### src/logic/mfrf_cfg.svh
// Register offsets, field positions, reset values and fixed codes of the mesh relay filter.
`ifndef MFRF_CFG_SVH
`define MFRF_CFG_SVH
`define MFRF_OFF_CTRL     8'h00
`define MFRF_OFF_NODE     8'h04
`define MFRF_OFF_HOPS     8'h08
`define MFRF_OFF_BNEXT    8'h0C
`define MFRF_OFF_TBL      8'h10
`define MFRF_OFF_STAT0    8'h14
`define MFRF_OFF_STAT1    8'h18
`define MFRF_CTRL_RELAY   0
`define MFRF_CTRL_UNI     1
`define MFRF_CTRL_BCAST   2
`define MFRF_TBL_IDX_LSB  16
`define MFRF_TBL_MEMBER   24
`define MFRF_TBL_BPREV    25
`define MFRF_HOPS_W       4
`define MFRF_HOPS_RST     4'h7
`define MFRF_BNEXT_RST    16'hFFFF
`define MFRF_ALL_NODES    16'hFFFF
`define MFRF_ADM_SHORT    2'h3
`define MFRF_ADM_NONE     2'h0
`define MFRF_RESP_OKAY    2'h0
`define MFRF_RESP_SLVERR  2'h2
`endif

### src/logic/mfrf_pkg.sv
// Shared types of the mesh relay filter.
`include "mfrf_cfg.svh"
package mfrf_pkg;
  typedef enum logic [3:0] {
    MFRF_DEC_DROP = 4'h1,
    MFRF_DEC_FWD  = 4'h2,
    MFRF_DEC_DLV  = 4'h4,
    MFRF_DEC_BOTH = 4'h8
  } mfrf_dec_t;

  typedef struct packed {
    logic [15:0]              dest;
    logic [15:0]              origin;
    logic [15:0]              final_addr;
    logic [`MFRF_HOPS_W-1:0]  hops;
    logic [1:0]               addressing_mode_field;
    logic [7:0]               tag;
  } mfrf_txrec_t;
endpackage

### src/logic/mfrf_relay.sv
// Mesh relay filter: frame header decisions, relaying tables, two-entry send buffer, AXI4-Lite.
//
// The AXI4-Lite slave port and the address map were left to the implementer.
`include "mfrf_cfg.svh"
// Notes on behaviour
// Unicast relay only when assigned, mesh header present, not final, all addresses known.
// A relayed frame carries the received hop count minus one.
// A frame arriving with hop count zero is never relayed.
// Unicast next hop comes from the source route or the relaying table.
// Unknown final address means the unicast frame is dropped.
// Frames for this node are delivered only when the previous hop is known; frames without a mesh header are delivered with no previous hop check.
// Originated relayed frames mark both short-address mode flags.
// Originated frames start with the configured maximum hop count.
// Broadcast origination uses own identifier as origin and all-nodes as final.
// Broadcast origination sends to the configured next node or to all nodes.
// A single-hop destination of all-nodes is accepted like our own identifier.
// Broadcast relays deliver new frames once and relay them when checks pass.
// Any failed broadcast acceptance check stops forwarding.
// Broadcast relays forward to the configured next node or all nodes.
// Unknown previous hop or unknown origin drops a broadcast frame.
// Non-relay nodes deliver checked broadcast frames at most once.
// Unassigned nodes discard frames not meant for them.
// With relaying disabled, nothing is originated for relaying or kept for others.
// Tables are loaded by software and consulted before each decision.
module mfrf_relay
  import mfrf_pkg::*;
#(
  parameter int IDX_W = 6
) (
  input  wire logic                     core_clk_i,
  input  wire logic                     rst_n_i,
  input  wire logic                     ce_i,
  input  wire logic [7:0]               s_axi_awaddr_i,
  input  wire logic                     s_axi_awvalid_i,
  output logic                          s_axi_awready_o,
  input  wire logic [31:0]              s_axi_wdata_i,
  input  wire logic [3:0]               s_axi_wstrb_i,
  input  wire logic                     s_axi_wvalid_i,
  output logic                          s_axi_wready_o,
  output logic [1:0]                    s_axi_bresp_o,
  output logic                          s_axi_bvalid_o,
  input  wire logic                     s_axi_bready_i,
  input  wire logic [7:0]               s_axi_araddr_i,
  input  wire logic                     s_axi_arvalid_i,
  output logic                          s_axi_arready_o,
  output logic [31:0]                   s_axi_rdata_o,
  output logic [1:0]                    s_axi_rresp_o,
  output logic                          s_axi_rvalid_o,
  input  wire logic                     s_axi_rready_i,
  input  wire logic                     rx_valid_i,
  output logic                          rx_ready_o,
  input  wire logic                     rx_mesh_hdr_i,
  input  wire logic [15:0]              rx_source_short_id_i,
  input  wire logic [15:0]              rx_dest_short_id_i,
  input  wire logic [15:0]              rx_mesh_origin_addr_i,
  input  wire logic [15:0]              rx_mesh_final_addr_i,
  input  wire logic [`MFRF_HOPS_W-1:0]  rx_hops_left_field_i,
  input  wire logic                     rx_sr_valid_i,
  input  wire logic [15:0]              rx_sr_next_i,
  input  wire logic [7:0]               rx_tag_i,
  input  wire logic                     org_valid_i,
  output logic                          org_ready_o,
  input  wire logic [15:0]              org_mesh_final_addr_i,
  input  wire logic [7:0]               org_tag_i,
  output logic                          tx_valid_o,
  input  wire logic                     tx_ready_i,
  output logic [15:0]                   tx_dest_short_id_o,
  output logic [15:0]                   tx_mesh_origin_addr_o,
  output logic [15:0]                   tx_mesh_final_addr_o,
  output logic [`MFRF_HOPS_W-1:0]       tx_hops_left_field_o,
  output logic [1:0]                    tx_addressing_mode_field_o,
  output logic [7:0]                    tx_tag_o,
  output logic                          dlv_valid_o,
  input  wire logic                     dlv_ready_i,
  output logic [15:0]                   dlv_mesh_origin_addr_o,
  output logic [7:0]                    dlv_tag_o
);
  localparam int NE = 1 << IDX_W;
  localparam int HW = `MFRF_HOPS_W;

  if (IDX_W < 1 || IDX_W > 8) begin : g_chk
    $error("IDX_W must lie between 1 and 8");
  end

  typedef struct packed {
    logic [NE-1:0]        member;
    logic [NE-1:0]        bprev;
    logic [NE-1:0][15:0]  nhop;
    logic [NE-1:0]        dvld;
    logic [NE-1:0][7:0]   dseq;
    logic [2:0]           ctrl;
    logic [15:0]          node;
    logic [HW-1:0]        maxh;
    logic [15:0]          bnext;
    logic [15:0]          nfwd;
    logic [15:0]          ndlv;
    logic [15:0]          ndrop;
    logic [1:0]           cnt;
    logic                 tv;
    mfrf_txrec_t          e0;
    mfrf_txrec_t          e1;
    logic                 dv;
    logic [15:0]          d_origin;
    logic [7:0]           d_tag;
    logic                 rdy;
    logic                 grant;
    logic                 rxr;
    logic                 orr;
    logic                 aw_ok;
    logic                 w_ok;
    logic [7:0]           awa;
    logic [31:0]          wd;
    logic [3:0]           ws;
    logic                 awr;
    logic                 wr;
    logic                 bv;
    logic [1:0]           br;
    logic                 arr;
    logic                 rv;
    logic [31:0]          rd;
    logic [1:0]           rr;
  } mfrf_st_t;

  mfrf_st_t s;
  mfrf_st_t next_s;
  logic     rx_take;
  logic     org_take;

  function automatic logic [IDX_W-1:0] idx(input logic [15:0] id);
    return id[IDX_W-1:0];
  endfunction

  // Identifiers beyond the table reach are treated as unknown rather than aliased.
  function automatic logic in_db(input logic [15:0] id);
    return ((id >> IDX_W) == 16'h0000) && s.member[idx(id)];
  endfunction

  function automatic logic in_bdb(input logic [15:0] id);
    return ((id >> IDX_W) == 16'h0000) && s.bprev[idx(id)];
  endfunction

  function automatic logic [31:0] wmerge(input logic [31:0] old, input logic [31:0] d,
                                         input logic [3:0] st);
    logic [31:0] r;
    r = old;
    for (int b = 0; b < 4; b++) begin
      if (st[b]) begin
        r[8*b +: 8] = d[8*b +: 8];
      end
    end
    return r;
  endfunction

  assign rx_take  = rx_valid_i && s.rxr;
  assign org_take = org_valid_i && s.orr;

  always_comb begin
    mfrf_dec_t   dec;
    mfrf_txrec_t rec;
    logic        ok;
    logic        dup;
    logic [31:0] wv;
    logic        hset;
    next_s = s;
    hset = 1'b0;
    dec = MFRF_DEC_DROP;
    rec = '0;
    ok = 1'b0;
    dup = 1'b0;
    wv = 32'h0000_0000;
    if (s.cnt != 2'd0 && tx_ready_i) begin
      next_s.e0  = s.e1;
      next_s.cnt = s.cnt - 2'd1;
    end
    if (s.dv && dlv_ready_i) begin
      next_s.dv = 1'b0;
    end
    rec.origin     = rx_mesh_origin_addr_i;
    rec.final_addr = rx_mesh_final_addr_i;
    rec.hops       = rx_hops_left_field_i - HW'(1);
    rec.addressing_mode_field        = `MFRF_ADM_SHORT;
    rec.tag        = rx_tag_i;
    // All table lookups below are taken from the registered tables of this cycle.
    if (rx_take) begin
      if (!rx_mesh_hdr_i) begin
        dec        = MFRF_DEC_DLV;
        rec.origin = rx_source_short_id_i;
      end else if (rx_mesh_final_addr_i == s.node) begin
        dec = in_db(rx_source_short_id_i) ? MFRF_DEC_DLV : MFRF_DEC_DROP;
      end else if (rx_mesh_final_addr_i == `MFRF_ALL_NODES) begin
        ok  = in_bdb(rx_source_short_id_i) && in_db(rx_mesh_origin_addr_i);
        dup = s.dvld[idx(rx_mesh_origin_addr_i)]
              && s.dseq[idx(rx_mesh_origin_addr_i)] == rx_tag_i;
        rec.dest = s.bnext;
        if (!ok || dup) begin
          dec = MFRF_DEC_DROP;
        end else if (s.ctrl[`MFRF_CTRL_RELAY] && s.ctrl[`MFRF_CTRL_BCAST]
                     && rx_hops_left_field_i != HW'(0)) begin
          dec = MFRF_DEC_BOTH;
        end else begin
          dec = MFRF_DEC_DLV;
        end
      end else begin
        rec.dest = rx_sr_valid_i ? rx_sr_next_i
                                 : s.nhop[idx(rx_mesh_final_addr_i)];
        ok = s.ctrl[`MFRF_CTRL_RELAY] && s.ctrl[`MFRF_CTRL_UNI]
             && (rx_dest_short_id_i == s.node || rx_dest_short_id_i == `MFRF_ALL_NODES)
             && in_db(rx_source_short_id_i) && in_db(rx_mesh_origin_addr_i)
             && in_db(rx_mesh_final_addr_i)
             && rx_hops_left_field_i != HW'(0);
        dec = ok ? MFRF_DEC_FWD : MFRF_DEC_DROP;
      end
    end else if (org_take) begin
      rec.addressing_mode_field        = `MFRF_ADM_SHORT;
      rec.hops       = s.maxh;
      rec.origin     = s.node;
      rec.final_addr = org_mesh_final_addr_i;
      rec.tag        = org_tag_i;
      rec.dest       = (org_mesh_final_addr_i == `MFRF_ALL_NODES) ? s.bnext
                       : s.nhop[idx(org_mesh_final_addr_i)];
      dec = s.ctrl[`MFRF_CTRL_RELAY] ? MFRF_DEC_FWD : MFRF_DEC_DROP;
    end
    if ((rx_take || org_take) && (dec == MFRF_DEC_FWD || dec == MFRF_DEC_BOTH)) begin
      if (next_s.cnt == 2'd0) begin
        next_s.e0 = rec;
      end else begin
        next_s.e1 = rec;
      end
      next_s.cnt  = next_s.cnt + 2'd1;
      next_s.nfwd = s.nfwd + 16'h0001;
    end
    if (rx_take && (dec == MFRF_DEC_DLV || dec == MFRF_DEC_BOTH)) begin
      next_s.dv       = 1'b1;
      next_s.d_origin = rec.origin;
      next_s.d_tag    = rx_tag_i;
      next_s.ndlv     = s.ndlv + 16'h0001;
      if (rx_mesh_hdr_i && rx_mesh_final_addr_i == `MFRF_ALL_NODES) begin
        hset = 1'b1;
        next_s.dvld[idx(rx_mesh_origin_addr_i)] = 1'b1;
        next_s.dseq[idx(rx_mesh_origin_addr_i)] = rx_tag_i;
      end
    end
    if ((rx_take || org_take) && dec == MFRF_DEC_DROP) begin
      next_s.ndrop = s.ndrop + 16'h0001;
    end
    next_s.tv    = next_s.cnt != 2'd0;
    next_s.grant = !s.grant;
    // Ready looks at the next fill so a take in a ready cycle always finds room.
    next_s.rdy   = next_s.cnt != 2'd2 && !next_s.dv;
    next_s.rxr   = next_s.rdy && next_s.grant;
    next_s.orr   = next_s.rdy && !next_s.grant;

    if (s_axi_awvalid_i && s.awr) begin
      next_s.aw_ok = 1'b1;
      next_s.awa   = s_axi_awaddr_i;
    end
    if (s_axi_wvalid_i && s.wr) begin
      next_s.w_ok = 1'b1;
      next_s.wd   = s_axi_wdata_i;
      next_s.ws   = s_axi_wstrb_i;
    end
    if (s.aw_ok && s.w_ok) begin
      next_s.aw_ok = 1'b0;
      next_s.w_ok  = 1'b0;
      next_s.bv    = 1'b1;
      next_s.br    = `MFRF_RESP_OKAY;
      unique case (s.awa)
        `MFRF_OFF_CTRL: begin
          wv = wmerge({29'h0, s.ctrl}, s.wd, s.ws);
          next_s.ctrl = wv[2:0];
        end
        `MFRF_OFF_NODE: begin
          wv = wmerge({16'h0, s.node}, s.wd, s.ws);
          next_s.node = wv[15:0];
        end
        `MFRF_OFF_HOPS: begin
          wv = wmerge({{(32 - HW){1'b0}}, s.maxh}, s.wd, s.ws);
          next_s.maxh = wv[HW-1:0];
        end
        `MFRF_OFF_BNEXT: begin
          wv = wmerge({16'h0, s.bnext}, s.wd, s.ws);
          next_s.bnext = wv[15:0];
        end
        `MFRF_OFF_TBL: begin
          // Only a full-word write commits an entry; it also forgets that origin's history.
          if (s.ws == 4'hF) begin
            next_s.member[s.wd[`MFRF_TBL_IDX_LSB +: IDX_W]] = s.wd[`MFRF_TBL_MEMBER];
            next_s.bprev[s.wd[`MFRF_TBL_IDX_LSB +: IDX_W]]  = s.wd[`MFRF_TBL_BPREV];
            next_s.nhop[s.wd[`MFRF_TBL_IDX_LSB +: IDX_W]]   = s.wd[15:0];
            // A frame recorded in the same cycle keeps its history: the set wins.
            if (!(hset && s.wd[`MFRF_TBL_IDX_LSB +: IDX_W] == idx(rx_mesh_origin_addr_i))) begin
              next_s.dvld[s.wd[`MFRF_TBL_IDX_LSB +: IDX_W]] = 1'b0;
            end
          end
        end
        `MFRF_OFF_STAT0, `MFRF_OFF_STAT1: begin
          next_s.br = `MFRF_RESP_OKAY;
        end
        default: begin
          next_s.br = `MFRF_RESP_SLVERR;
        end
      endcase
    end
    if (s.bv && s_axi_bready_i) begin
      next_s.bv = 1'b0;
    end
    next_s.awr = !next_s.aw_ok && !next_s.bv;
    next_s.wr  = !next_s.w_ok && !next_s.bv;

    if (s_axi_arvalid_i && s.arr) begin
      next_s.rv = 1'b1;
      next_s.rr = `MFRF_RESP_OKAY;
      unique case (s_axi_araddr_i)
        `MFRF_OFF_CTRL:  next_s.rd = {29'h0, s.ctrl};
        `MFRF_OFF_NODE:  next_s.rd = {16'h0, s.node};
        `MFRF_OFF_HOPS:  next_s.rd = {{(32 - HW){1'b0}}, s.maxh};
        `MFRF_OFF_BNEXT: next_s.rd = {16'h0, s.bnext};
        `MFRF_OFF_TBL:   next_s.rd = 32'h0000_0000;
        `MFRF_OFF_STAT0: next_s.rd = {s.ndlv, s.nfwd};
        `MFRF_OFF_STAT1: next_s.rd = {16'h0, s.ndrop};
        default: begin
          next_s.rd = 32'h0000_0000;
          next_s.rr = `MFRF_RESP_SLVERR;
        end
      endcase
    end else if (s.rv && s_axi_rready_i) begin
      next_s.rv = 1'b0;
    end
    next_s.arr = !next_s.rv;
  end

  always_ff @(posedge core_clk_i or negedge rst_n_i) begin
    if (!rst_n_i) begin
      s       <= '0;
      s.maxh  <= `MFRF_HOPS_RST;
      s.bnext <= `MFRF_BNEXT_RST;
      s.rdy   <= 1'b1;
      s.orr   <= 1'b1;
      s.awr   <= 1'b1;
      s.wr    <= 1'b1;
      s.arr   <= 1'b1;
    end else if (ce_i) begin
      s <= next_s;
    end
  end

  assign s_axi_awready_o            = s.awr;
  assign s_axi_wready_o             = s.wr;
  assign s_axi_bvalid_o             = s.bv;
  assign s_axi_bresp_o              = s.br;
  assign s_axi_arready_o            = s.arr;
  assign s_axi_rvalid_o             = s.rv;
  assign s_axi_rdata_o              = s.rd;
  assign s_axi_rresp_o              = s.rr;
  assign rx_ready_o                 = s.rxr;
  assign org_ready_o                = s.orr;
  assign tx_valid_o                 = s.tv;
  assign tx_dest_short_id_o         = s.e0.dest;
  assign tx_mesh_origin_addr_o      = s.e0.origin;
  assign tx_mesh_final_addr_o       = s.e0.final_addr;
  assign tx_hops_left_field_o       = s.e0.hops;
  assign tx_addressing_mode_field_o = s.e0.addressing_mode_field;
  assign tx_tag_o                   = s.e0.tag;
  assign dlv_valid_o                = s.dv;
  assign dlv_mesh_origin_addr_o     = s.d_origin;
  assign dlv_tag_o                  = s.d_tag;

  a_hops_decrement: assert property (@(posedge core_clk_i) disable iff (!rst_n_i)
    ce_i && rx_take && rx_mesh_hdr_i && s.cnt == 2'd0 && rx_mesh_final_addr_i != s.node
    |=> tx_valid_o |-> tx_hops_left_field_o == $past(rx_hops_left_field_i) - HW'(1))
    else $error("relayed hop count is not the received count minus one");

  a_zero_hops_drop: assert property (@(posedge core_clk_i) disable iff (!rst_n_i)
    ce_i && rx_take && rx_mesh_hdr_i && rx_hops_left_field_i == HW'(0)
    && rx_mesh_final_addr_i != s.node && rx_mesh_final_addr_i != `MFRF_ALL_NODES
    |=> s.ndrop == $past(s.ndrop) + 16'h0001 && s.nfwd == $past(s.nfwd))
    else $error("frame with zero hops left was not dropped");

  a_final_unknown: assert property (@(posedge core_clk_i) disable iff (!rst_n_i)
    ce_i && rx_take && rx_mesh_hdr_i && !in_db(rx_mesh_final_addr_i)
    && rx_mesh_final_addr_i != s.node && rx_mesh_final_addr_i != `MFRF_ALL_NODES
    |=> s.nfwd == $past(s.nfwd))
    else $error("frame to unknown final address was relayed");

  a_dest_src_chk: assert property (@(posedge core_clk_i) disable iff (!rst_n_i)
    ce_i && rx_take && rx_mesh_hdr_i && rx_mesh_final_addr_i == s.node
    |=> dlv_valid_o == $past(in_db(rx_source_short_id_i)))
    else $error("delivery to this node disagrees with the previous hop check");

  a_bcast_origin: assert property (@(posedge core_clk_i) disable iff (!rst_n_i)
    ce_i && org_take && s.ctrl[`MFRF_CTRL_RELAY] && s.cnt == 2'd0
    && org_mesh_final_addr_i == `MFRF_ALL_NODES
    |=> tx_valid_o && tx_mesh_origin_addr_o == $past(s.node)
    && tx_mesh_final_addr_o == `MFRF_ALL_NODES && tx_dest_short_id_o == $past(s.bnext))
    else $error("originated broadcast carries wrong addresses");

  a_orig_fields: assert property (@(posedge core_clk_i) disable iff (!rst_n_i)
    ce_i && org_take && s.ctrl[`MFRF_CTRL_RELAY] && s.cnt == 2'd0
    |=> tx_addressing_mode_field_o == `MFRF_ADM_SHORT && tx_hops_left_field_o == $past(s.maxh))
    else $error("originated frame has wrong mode flags or hop count");

  a_bcast_once: assert property (@(posedge core_clk_i) disable iff (!rst_n_i)
    ce_i && rx_take && rx_mesh_hdr_i && rx_mesh_final_addr_i == `MFRF_ALL_NODES
    && s.dvld[idx(rx_mesh_origin_addr_i)] && s.dseq[idx(rx_mesh_origin_addr_i)] == rx_tag_i
    |=> !dlv_valid_o && s.nfwd == $past(s.nfwd))
    else $error("repeated broadcast copy was delivered or relayed");

  a_not_assigned: assert property (@(posedge core_clk_i) disable iff (!rst_n_i)
    ce_i && rx_take && rx_mesh_hdr_i && !s.ctrl[`MFRF_CTRL_UNI]
    && rx_mesh_final_addr_i != s.node && rx_mesh_final_addr_i != `MFRF_ALL_NODES
    |=> s.ndrop == $past(s.ndrop) + 16'h0001)
    else $error("unassigned node kept a frame for another node");

  a_relay_off: assert property (@(posedge core_clk_i) disable iff (!rst_n_i)
    ce_i && org_take && !s.ctrl[`MFRF_CTRL_RELAY] && s.cnt == 2'd0
    |=> !tx_valid_o [*2])
    else $error("frame originated for relaying while relaying is off");

  a_bcast_reject: assert property (@(posedge core_clk_i) disable iff (!rst_n_i)
    ce_i && rx_take && rx_mesh_hdr_i && rx_mesh_final_addr_i == `MFRF_ALL_NODES
    && !in_bdb(rx_source_short_id_i)
    |=> s.nfwd == $past(s.nfwd) && !dlv_valid_o)
    else $error("broadcast from unknown previous hop was accepted");
endmodule // mfrf_relay

### config.mk
export PLATFORM = sky130hd
export DESIGN_NAME = mfrf_relay
export DESIGN_NICKNAME = d
export VERILOG_FILES = /design/src/logic/mfrf_pkg.sv /design/src/logic/mfrf_relay.sv
export VERILOG_INCLUDE_DIRS = /design/src /design/src/logic
export SDC_FILE = /design/constraint.sdc
export NUM_CORES = 2
export LEC_CHECK = 0
export BUFFER_PORTS_ARGS = -buffer_cell sky130_fd_sc_hd__buf_2
export CAP_MARGIN = 5
export CORE_UTILIZATION = 60
export CTS_BUF_LIST = sky130_fd_sc_hd__clkbuf_8
export CTS_CLUSTER_SIZE = 20
export DETAILED_ROUTE_END_ITERATION = 6
export GPL_ROUTABILITY_DRIVEN = 0
export HOLD_SLACK_MARGIN = 0.02
export PLACE_DENSITY = 0.77
export SLEW_MARGIN = 20
export SYNTH_ARGS = -nofsm -noshare
export SYNTH_HDL_FRONTEND = slang
export SYNTH_SLANG_ARGS = --single-unit
### constraint.sdc
create_clock -name core_clk_i -period 3.92 [get_ports core_clk_i]
set_input_delay 0.588 -clock core_clk_i [delete_from_list [all_inputs] [get_ports core_clk_i]]
set_output_delay 0.588 -clock core_clk_i [all_outputs]
set_load 0.05 [all_outputs]
# --- Word level (Yosys, flattened, before mapping) ---
# Index checks and enable logic that the tools add are counted.
totals:
  input_bits: 182
  ff_bits: 2051
  wordCells: 363
  output_inout_bits: 131
op_classes:
  muxes: 73
  n_lt_le_gt_ge: 7
  reduce_logical: 75
  n_bitwise: 4
  n_addsub: 6
  n_eq_ne: 25
op_table:
  columns: ["op", "count"]
  rows:
  - ["$mux W576", 2]
  - ["$bwmux W1024", 1]
  - ["$bwmux W512", 1]
  - ["$mux W64", 4]
  - ["$mux W62", 4]
  - ["$bmux W16 S6", 2]
  - ["$pmux W32 S6", 1]
  - ["$mux W16", 9]
  - ["$bwmux W64", 2]
  - ["$mux W124", 1]
  - ["$demux W16 S6", 1]
  - ["$and A64 B64 Y64", 1]
  - ["$not A64 Y64", 1]
  - ["$or A64 B64 Y64", 1]
  - ["$add A16 B1 Y16 const B", 3]
  - ["$bmux W8 S6", 1]
  - ["$demux W8 S6", 1]
  - ["$eq A16 B16 Y1 const B", 3]
  - ["$eq A8 B5 Y1 const B", 6]
  - ["$logic_not A16 Y1", 3]
  - ["$logic_and A1 B1 Y1", 36]
  - ["$lt A6 B7 Y1 const B", 5]
  - ["$eq A16 B16 Y1", 2]
  - ["$eq A8 B4 Y1 const B", 4]
  - ["other kinds (33)", 95]

# --- Logic depth before layout (Yosys ltp) ---
depth:
  word_depth: 21
  depth_mapped: 18

# --- Worst setup path before layout ---
# Ideal clock, no wire load.
synth_timing:
  path_kind: "in2reg"
  from: "input port rx_source_short_id_i[0]"
  to: "register s[810] in the netlist's numbering"
  slack_ps: -321
  stages: 16
  path_buffers: 5
  setup_ps: 125
  arrival_ps: 4116
  required_ps: 3795
  path_cell_list: "buf_4 buf_12 buf_12 mux2i_1 mux4_2 nand2_1 nand4_1 a2111o_1 a211o_1 a21oi_2 and3_2 nand2_2 buf_6 buf_8 nor4_4 mux2_4"
synth_via:
  elab_chain_cells: 16
  word_cells_on_any_way: 25
  cone_classes: "eq/ne (2); mux (11); reduce/logical (12)"
synth_lines:
  columns: ["item", "line", "source"]
  rows:
  - ["from (decl)", "mfrf_relay.sv:53", "input wire logic [15:0] rx_source_short_id_i,"]
  - ["$bmux W1 S6", "mfrf_relay.sv:135", "return ((id >> IDX_W) == 16'h0000) && s.member[idx(id)];"]
  - ["$mux W1 (not written as such)", "mfrf_relay.sv:135", null]
  - ["$logic_and A1 B1 Y1", "mfrf_relay.sv:135", null]
  - ["$logic_and A1 B1 Y1 (4 in a row)", "mfrf_relay.sv:206", "ok = s.ctrl[`MFRF_CTRL_RELAY] && s.ctrl[`MFRF_CTRL_UNI]"]
  - ["$mux W2", "mfrf_relay.sv:211", "dec = ok ? MFRF_DEC_FWD : MFRF_DEC_DROP;"]
  - ["$mux W4", "mfrf_relay.sv:190", "end else if (rx_mesh_final_addr_i == `MFRF_ALL_NODES) begin"]
  - ["$mux W4 *", "mfrf_relay.sv:188", "end else if (rx_mesh_final_addr_i == s.node) begin"]
  - ["$mux W4 *", "mfrf_relay.sv:185", "if (!rx_mesh_hdr_i) begin"]
  - ["$mux W4 *", "mfrf_relay.sv:184", "if (rx_take) begin"]
  - ["$eq A4 B3 Y1 / $eq A4 B4 Y1 (equally long branches)", "mfrf_relay.sv:232", "if (rx_take && (dec == MFRF_DEC_DLV || dec == MFRF_DEC_BOTH)) begin"]
  - ["$logic_or A1 B1 Y1 *", "mfrf_relay.sv:232", null]
  - ["$logic_and A1 B1 Y1 *", "mfrf_relay.sv:232", null]
  - ["$reduce_and A3 Y1 (no source line) *", null, null]
  - ["to (signal assigned)", "mfrf_relay.sv:343", "s <= next_s;"]
  - ["to (decl)", "mfrf_relay.sv:124", "mfrf_st_t s;"]
# Every way passes the cells marked *; elsewhere a longest branch is shown, timed or not. The select of a mux whose other input is x is not followed.
# A chain may end at the register's enable or synchronous reset.

# --- Final worst setup path ---
layout_timing:
  from: "register s[511] in the netlist's numbering"
  to: "register s[138] in the netlist's numbering"
layout_via:
  elab_chain_cells: 14
  word_cells_on_any_way: 15
  cone_classes: "eq/ne (3); mux (7); reduce/logical (5)"
layout_lines:
  columns: ["item", "line", "source"]
  rows:
  - ["$bmux W8 S6 *", "mfrf_relay.sv:193", "&& s.dseq[idx(rx_mesh_origin_addr_i)] == rx_tag_i;"]
  - ["$mux W8 (not written as such) *", "mfrf_relay.sv:193", null]
  - ["$eq A8 B8 Y1 *", "mfrf_relay.sv:193", null]
  - ["$logic_and A1 B1 Y1 *", "mfrf_relay.sv:193", null]
  - ["$logic_or A1 B1 Y1 *", "mfrf_relay.sv:195", "if (!ok || dup) begin"]
  - ["$mux W4 *", "mfrf_relay.sv:195", null]
  - ["$mux W4 *", "mfrf_relay.sv:190", null]
  - ["$mux W4 *", "mfrf_relay.sv:188", null]
  - ["$mux W4 *", "mfrf_relay.sv:185", null]
  - ["$mux W4 *", "mfrf_relay.sv:184", null]
  - ["$eq A4 B2 Y1 / $eq A4 B4 Y1 (equally long branches)", "mfrf_relay.sv:223", "if ((rx_take || org_take) && (dec == MFRF_DEC_FWD || dec == MFRF_DEC_BOTH)) begin"]
  - ["$logic_or A1 B1 Y1 *", "mfrf_relay.sv:223", null]
  - ["$logic_and A1 B1 Y1 *", "mfrf_relay.sv:223", null]
  - ["$reduce_and A3 Y1 (no source line) *", null, null]
# Marked as above.

==> results.yml <==
synthesis:
  synth_edf_count: 0
  post_synth_num_cell_types: 76
  synth_top_area_share_pct: 48.3
  syn_avg_cell_area_sq_um: 13.3
  synthArstFlopShare_pct: 100
  syn_area_sq_um: 105000
  synth_top_area_cell: "dfrtp_1"
  yosys-top-cells-area: "dfrtp_1, mux4_2, mux2_2"
  yosysWarnings: 0
  ys.flop_type: "dfrtp_1"
  synth-seq-cells: 2046
  yosysSeqAreaShare_pct: 48.9
  synthCells: 7854
sta:
  fin_crit_sh_pct: 125
  timing.final.crit_period_ns: 4.88
  skew_ns: 0.118
  slew_viol_final: 8
  tightest_slew_ns: 1.76
  max-slew-margin-rel_pct: -18.3
  max_freq_mhz: 205
  setup_viol: 777
  rsz0062_at_grt: "true"
  hold_viol_final: 0
  fin_tns_setup_ns: -436.85
  timing.final.ws_setup_ns: -0.963
pwr:
  power_density_nw_per_um2: 425
  p_leak_nw: 59.2
  ir_drop_mv: 0.855
  fin_total_pwr_mw: 52.8
flow_run:
  drv_cap: 2
clock_tree:
  clock_path_buffers: 4
  cts_buffers: 351
  cts_sinks: 2046
  cts.clk_slew.worst_paths_ns: 0.08
  worstSkewPairLatency_ns: 1.12
  root_buffer: "clkbuf_8"
  cts_htree_levels: 5
  cts_tree: "yes"
place:
  place_ws_ns: -1.43
  hpwl_mm: 242
  portBuffers: 302
  postPlaceCellArea_sq_um: 114000
drt:
  wl_mm: 379
  via_per_inst: 7.13
  routedWlPerCell_um: 33.7
  drt_iter0_markers: 11800
  vias: 80400
  wl_met3_mm: 54.0
  ant_nets: 0
  wl_met2_mm: 163
  top_layer: "met5"
  drc: 2
  drt_pre_antenna_iters: 7
  wl_met1_mm: 126
worst_setup_path:
  cp_slowest_cell: "nor4_4"
  r2r_slack_ns: -0.96
  end_kind: "flip-flop"
  cpPeakStageDelay_ns: 0.57
  cpMostUsedCell: "buf_6"
  rr_worst_depth: 15
  r2r-end: "s[138]$_DFFE_PN0P_"
  critPathKind: "reg2reg"
  rr_startpoint: "s[511]$_DFFE_PN0P_"
  crit_end: "s[138]$_DFFE_PN0P_"
  cp.depth: 15
  cp.arrival_ns: 5.71
  startpoint_type: "flip-flop"
  crit_chain: "mux4_2 -> o21ai_0 -> o21ai_1 -> nor4_1 -> o22ai_1 -> nor4_4 -> buf_4 -> buf_6 -> buf_6 -> buf_6 -> a21oi_4 -> buf_6 -> o21ai_4 -> buf_12 -> o21ai_0"
  cp_max_fo: 43
  startpoint: "s[511]$_DFFE_PN0P_"
  cp_num_buf_inv: 6
  crit_family: "compound AO/OA/AOI/OAI gates"
  worstPathRequired_ns: 4.75
final_layout:
  final_util_pct: 71.9
  fin_area_sq_um: 124000
  syn_to_final_growth_pct: 18.4
  nets: 8854
  drive_gt1_share_pct: 45.9
  fill_cells: 10600
floorplanning:
  rows: 152
  io_pins: 313
  core_area_sq_um: 172000
  die_h_um: 420
  chipWidth_um: 420
  initial_core_util_pct: 60.7
  die_area_sq_um: 176000
outcome:
  violations: "DRC, capacitance limit, slew limit, setup timing"
  status: "finished, violations left"
global_routing:
  grt_pass1_vias: 81300
  grt_max_degree: 113
  antenna_found_initial: 41
  grt_usage_pct: 42.7
  grt_pass1_wl_mm: 546
  gr-total-overflow: 0
min_path:
  hold_path_class: "in2reg"
## per-stage QoR
step,hold slack (ns),std cells
floorplan,0.292,7855
global placement,0.453,10400
detailed placement,0.461,10400
CTS,0.0233,11200
global route,0.102,11200
finish,0.0839,11300
## sequential cells by signal, summed over array words and instances, names as in the netlist, 2 cells and up
register and flops:
tx_hops_left_field_o 4, tx_dest_short_id_o 16, dlv_tag_o 8, tx_addressing_mode_field_o 2, tx_tag_o 8, s_axi_rdata_o 32, dlv_mesh_origin_addr_o 16, tx_mesh_final_addr_o 16
s 1917, tx_mesh_origin_addr_o 16
## repair_timing
action	CTS	global route
hold buffers	77	0
buffers inserted	88	29
setup endpoints to repair	777	777
gates resized for setup	30	97
cloned	4	15
pin swaps	65	33
hold endpoints to repair	158	0
## per-layer routing
metal / up-vias / global-route usage, %
li1: 30600 / -
met1: 40800 / 52.7
met2: 6852 / 61.0
met3: 2094 / 16.4
met4: 28 / 31.8
met5: - / 0.417
## worst reg2reg max path: stages (launching register included)
cell,delay (ns)
dfrtp_1,0.41
mux4_2,0.48
o21ai_0,0.55
o21ai_1,0.34
nor4_1,0.36
o22ai_1,0.17
nor4_4,0.57
buf_4,0.25
buf_6,0.10
buf_6,0.08
buf_6,0.09
a21oi_4,0.09
buf_6,0.15
o21ai_4,0.29
buf_12,0.26
o21ai_0,0.42
## Yosys cell counts (6+ instances only)
| cell | number |
|---|---|
| buf_2 | 68 |
| nand2_1 | 1272 |
| nor4_4 | 64 |
| a2bb2oi_1 | 64 |
| inv_1 | 87 |
| a21oi_1 | 48 |
| mux2i_1 | 176 |
| xor2_1 | 33 |
| nor4_1 | 20 |
| buf_1 | 108 |
| a31oi_1 | 12 |
| and3_1 | 20 |
| o21ai_0 | 158 |
| clkinv_1 | 21 |
| nand4_1 | 42 |
| mux2_2 | 1399 |
| ha_1 | 6 |
| xnor2_1 | 58 |
| nor3b_1 | 10 |
| mux4_2 | 770 |
| dfstp_2 | 23 |
| a22o_1 | 9 |
| nand3b_1 | 10 |
| or3_1 | 9 |
| mux2_4 | 40 |
| dfrtp_1 | 2023 |
| mux2_1 | 6 |
| nor2b_1 | 28 |
| and2_1 | 7 |
| nand2b_1 | 7 |
| nand4b_1 | 6 |
| nor3_1 | 38 |
| a221oi_1 | 128 |
| or3b_2 | 8 |
| a211oi_1 | 28 |
| nand3_1 | 70 |
| clkbuf_1 | 458 |
| a22oi_1 | 70 |
| buf_4 | 131 |
| a21o_1 | 7 |
| buf_6 | 6 |
| o22a_1 | 32 |
| o22ai_1 | 45 |
| nor2_1 | 158 |
## worst min path at each step
stage / start / to / slack, ns / cells past startpoint
after global placement: s[1964]$_DFFE_PN0P_ / s[1964]$_DFFE_PN0P_ / 0.45 / 2
after floorplan: rst_n_i / dlv_mesh_origin_addr_o[0]$_DFFE_PN0N_ / 0.29 / 0
after detailed placement: s_axi_rdata_o[11]$_DFFE_PN0P_ / s_axi_rdata_o[11]$_DFFE_PN0P_ / 0.46 / 1
final: rx_mesh_final_addr_i[11] / s[141]$_DFFE_PN0P_ / 0.08 / 4
after CTS: ce_i / s[242]$_DFFE_PN0P_ / 0.02 / 3
after global routing: ce_i / s[242]$_DFFE_PN0P_ / 0.10 / 3
## final cells by class
cell class | count | area (sq um) | share of cell area [%]
diodes | 43 | 108 | 0.0867
repair buffers | 1231 | 11200 | 9.02
well taps | 2310 | 2890 | 2.33
flip-flops and latches | 2046 | 51300 | 41.3
clock buffers | 451 | 6210 | 5.00
clock inverters | 148 | 800 | 0.644
multi-input cells | 4928 | 51200 | 41.3
inverters | 108 | 405 | 0.327
## cells by family (layout without fill, tap and decap cells)
kind of cell             count (synthesis)  in the layout  synth area share [%]
buffers and inverters                  884           1938                  3.81
flip-flops                            2046           2046                  48.9
multiplexers                          2391           2391                  33.9
adder cells (fa/ha/maj)                  6              6                0.0717
other                                    1             45               0.00358
AO/OA/AOI/OAI                          646            646                  4.40
XOR/XNOR                                91             91                 0.761
AND/OR/NAND/NOR                       1789           1792                  8.14
## report_power, final
group | internal [mW] | total (mW) | switching, mW | leakage (nW)
registers | 21.9 | 24.2 | 2.31 | 28.2
clock network | 10.7 | 19.8 | 9.14 | 4.03
logic | 2.54 | 8.68 | 6.14 | 26.9
total | 35.2 | 52.8 | 17.6 | 59.2
## placed cells by master, fill, tap and decap left out, types with 110 or more instances in the layout
| cell | Yosys | routed |
|---|---|---|
| dfrtp_1 | 2023 | 2005 |
| nand2_1 | 1272 | 1271 |
| mux2_2 | 1399 | 1131 |
| mux4_2 | 770 | 770 |
| buf_4 | 131 | 643 |
| clkbuf_8 | 0 | 451 |
| mux2_4 | 40 | 308 |
| buf_2 | 68 | 289 |
| inv_1 | 87 | 195 |
| mux2i_1 | 176 | 175 |
| buf_12 | 2 | 164 |
| o21ai_0 | 158 | 153 |
| nor2_1 | 158 | 110 |
Note: power is estimated with default switching activity, not from simulation.
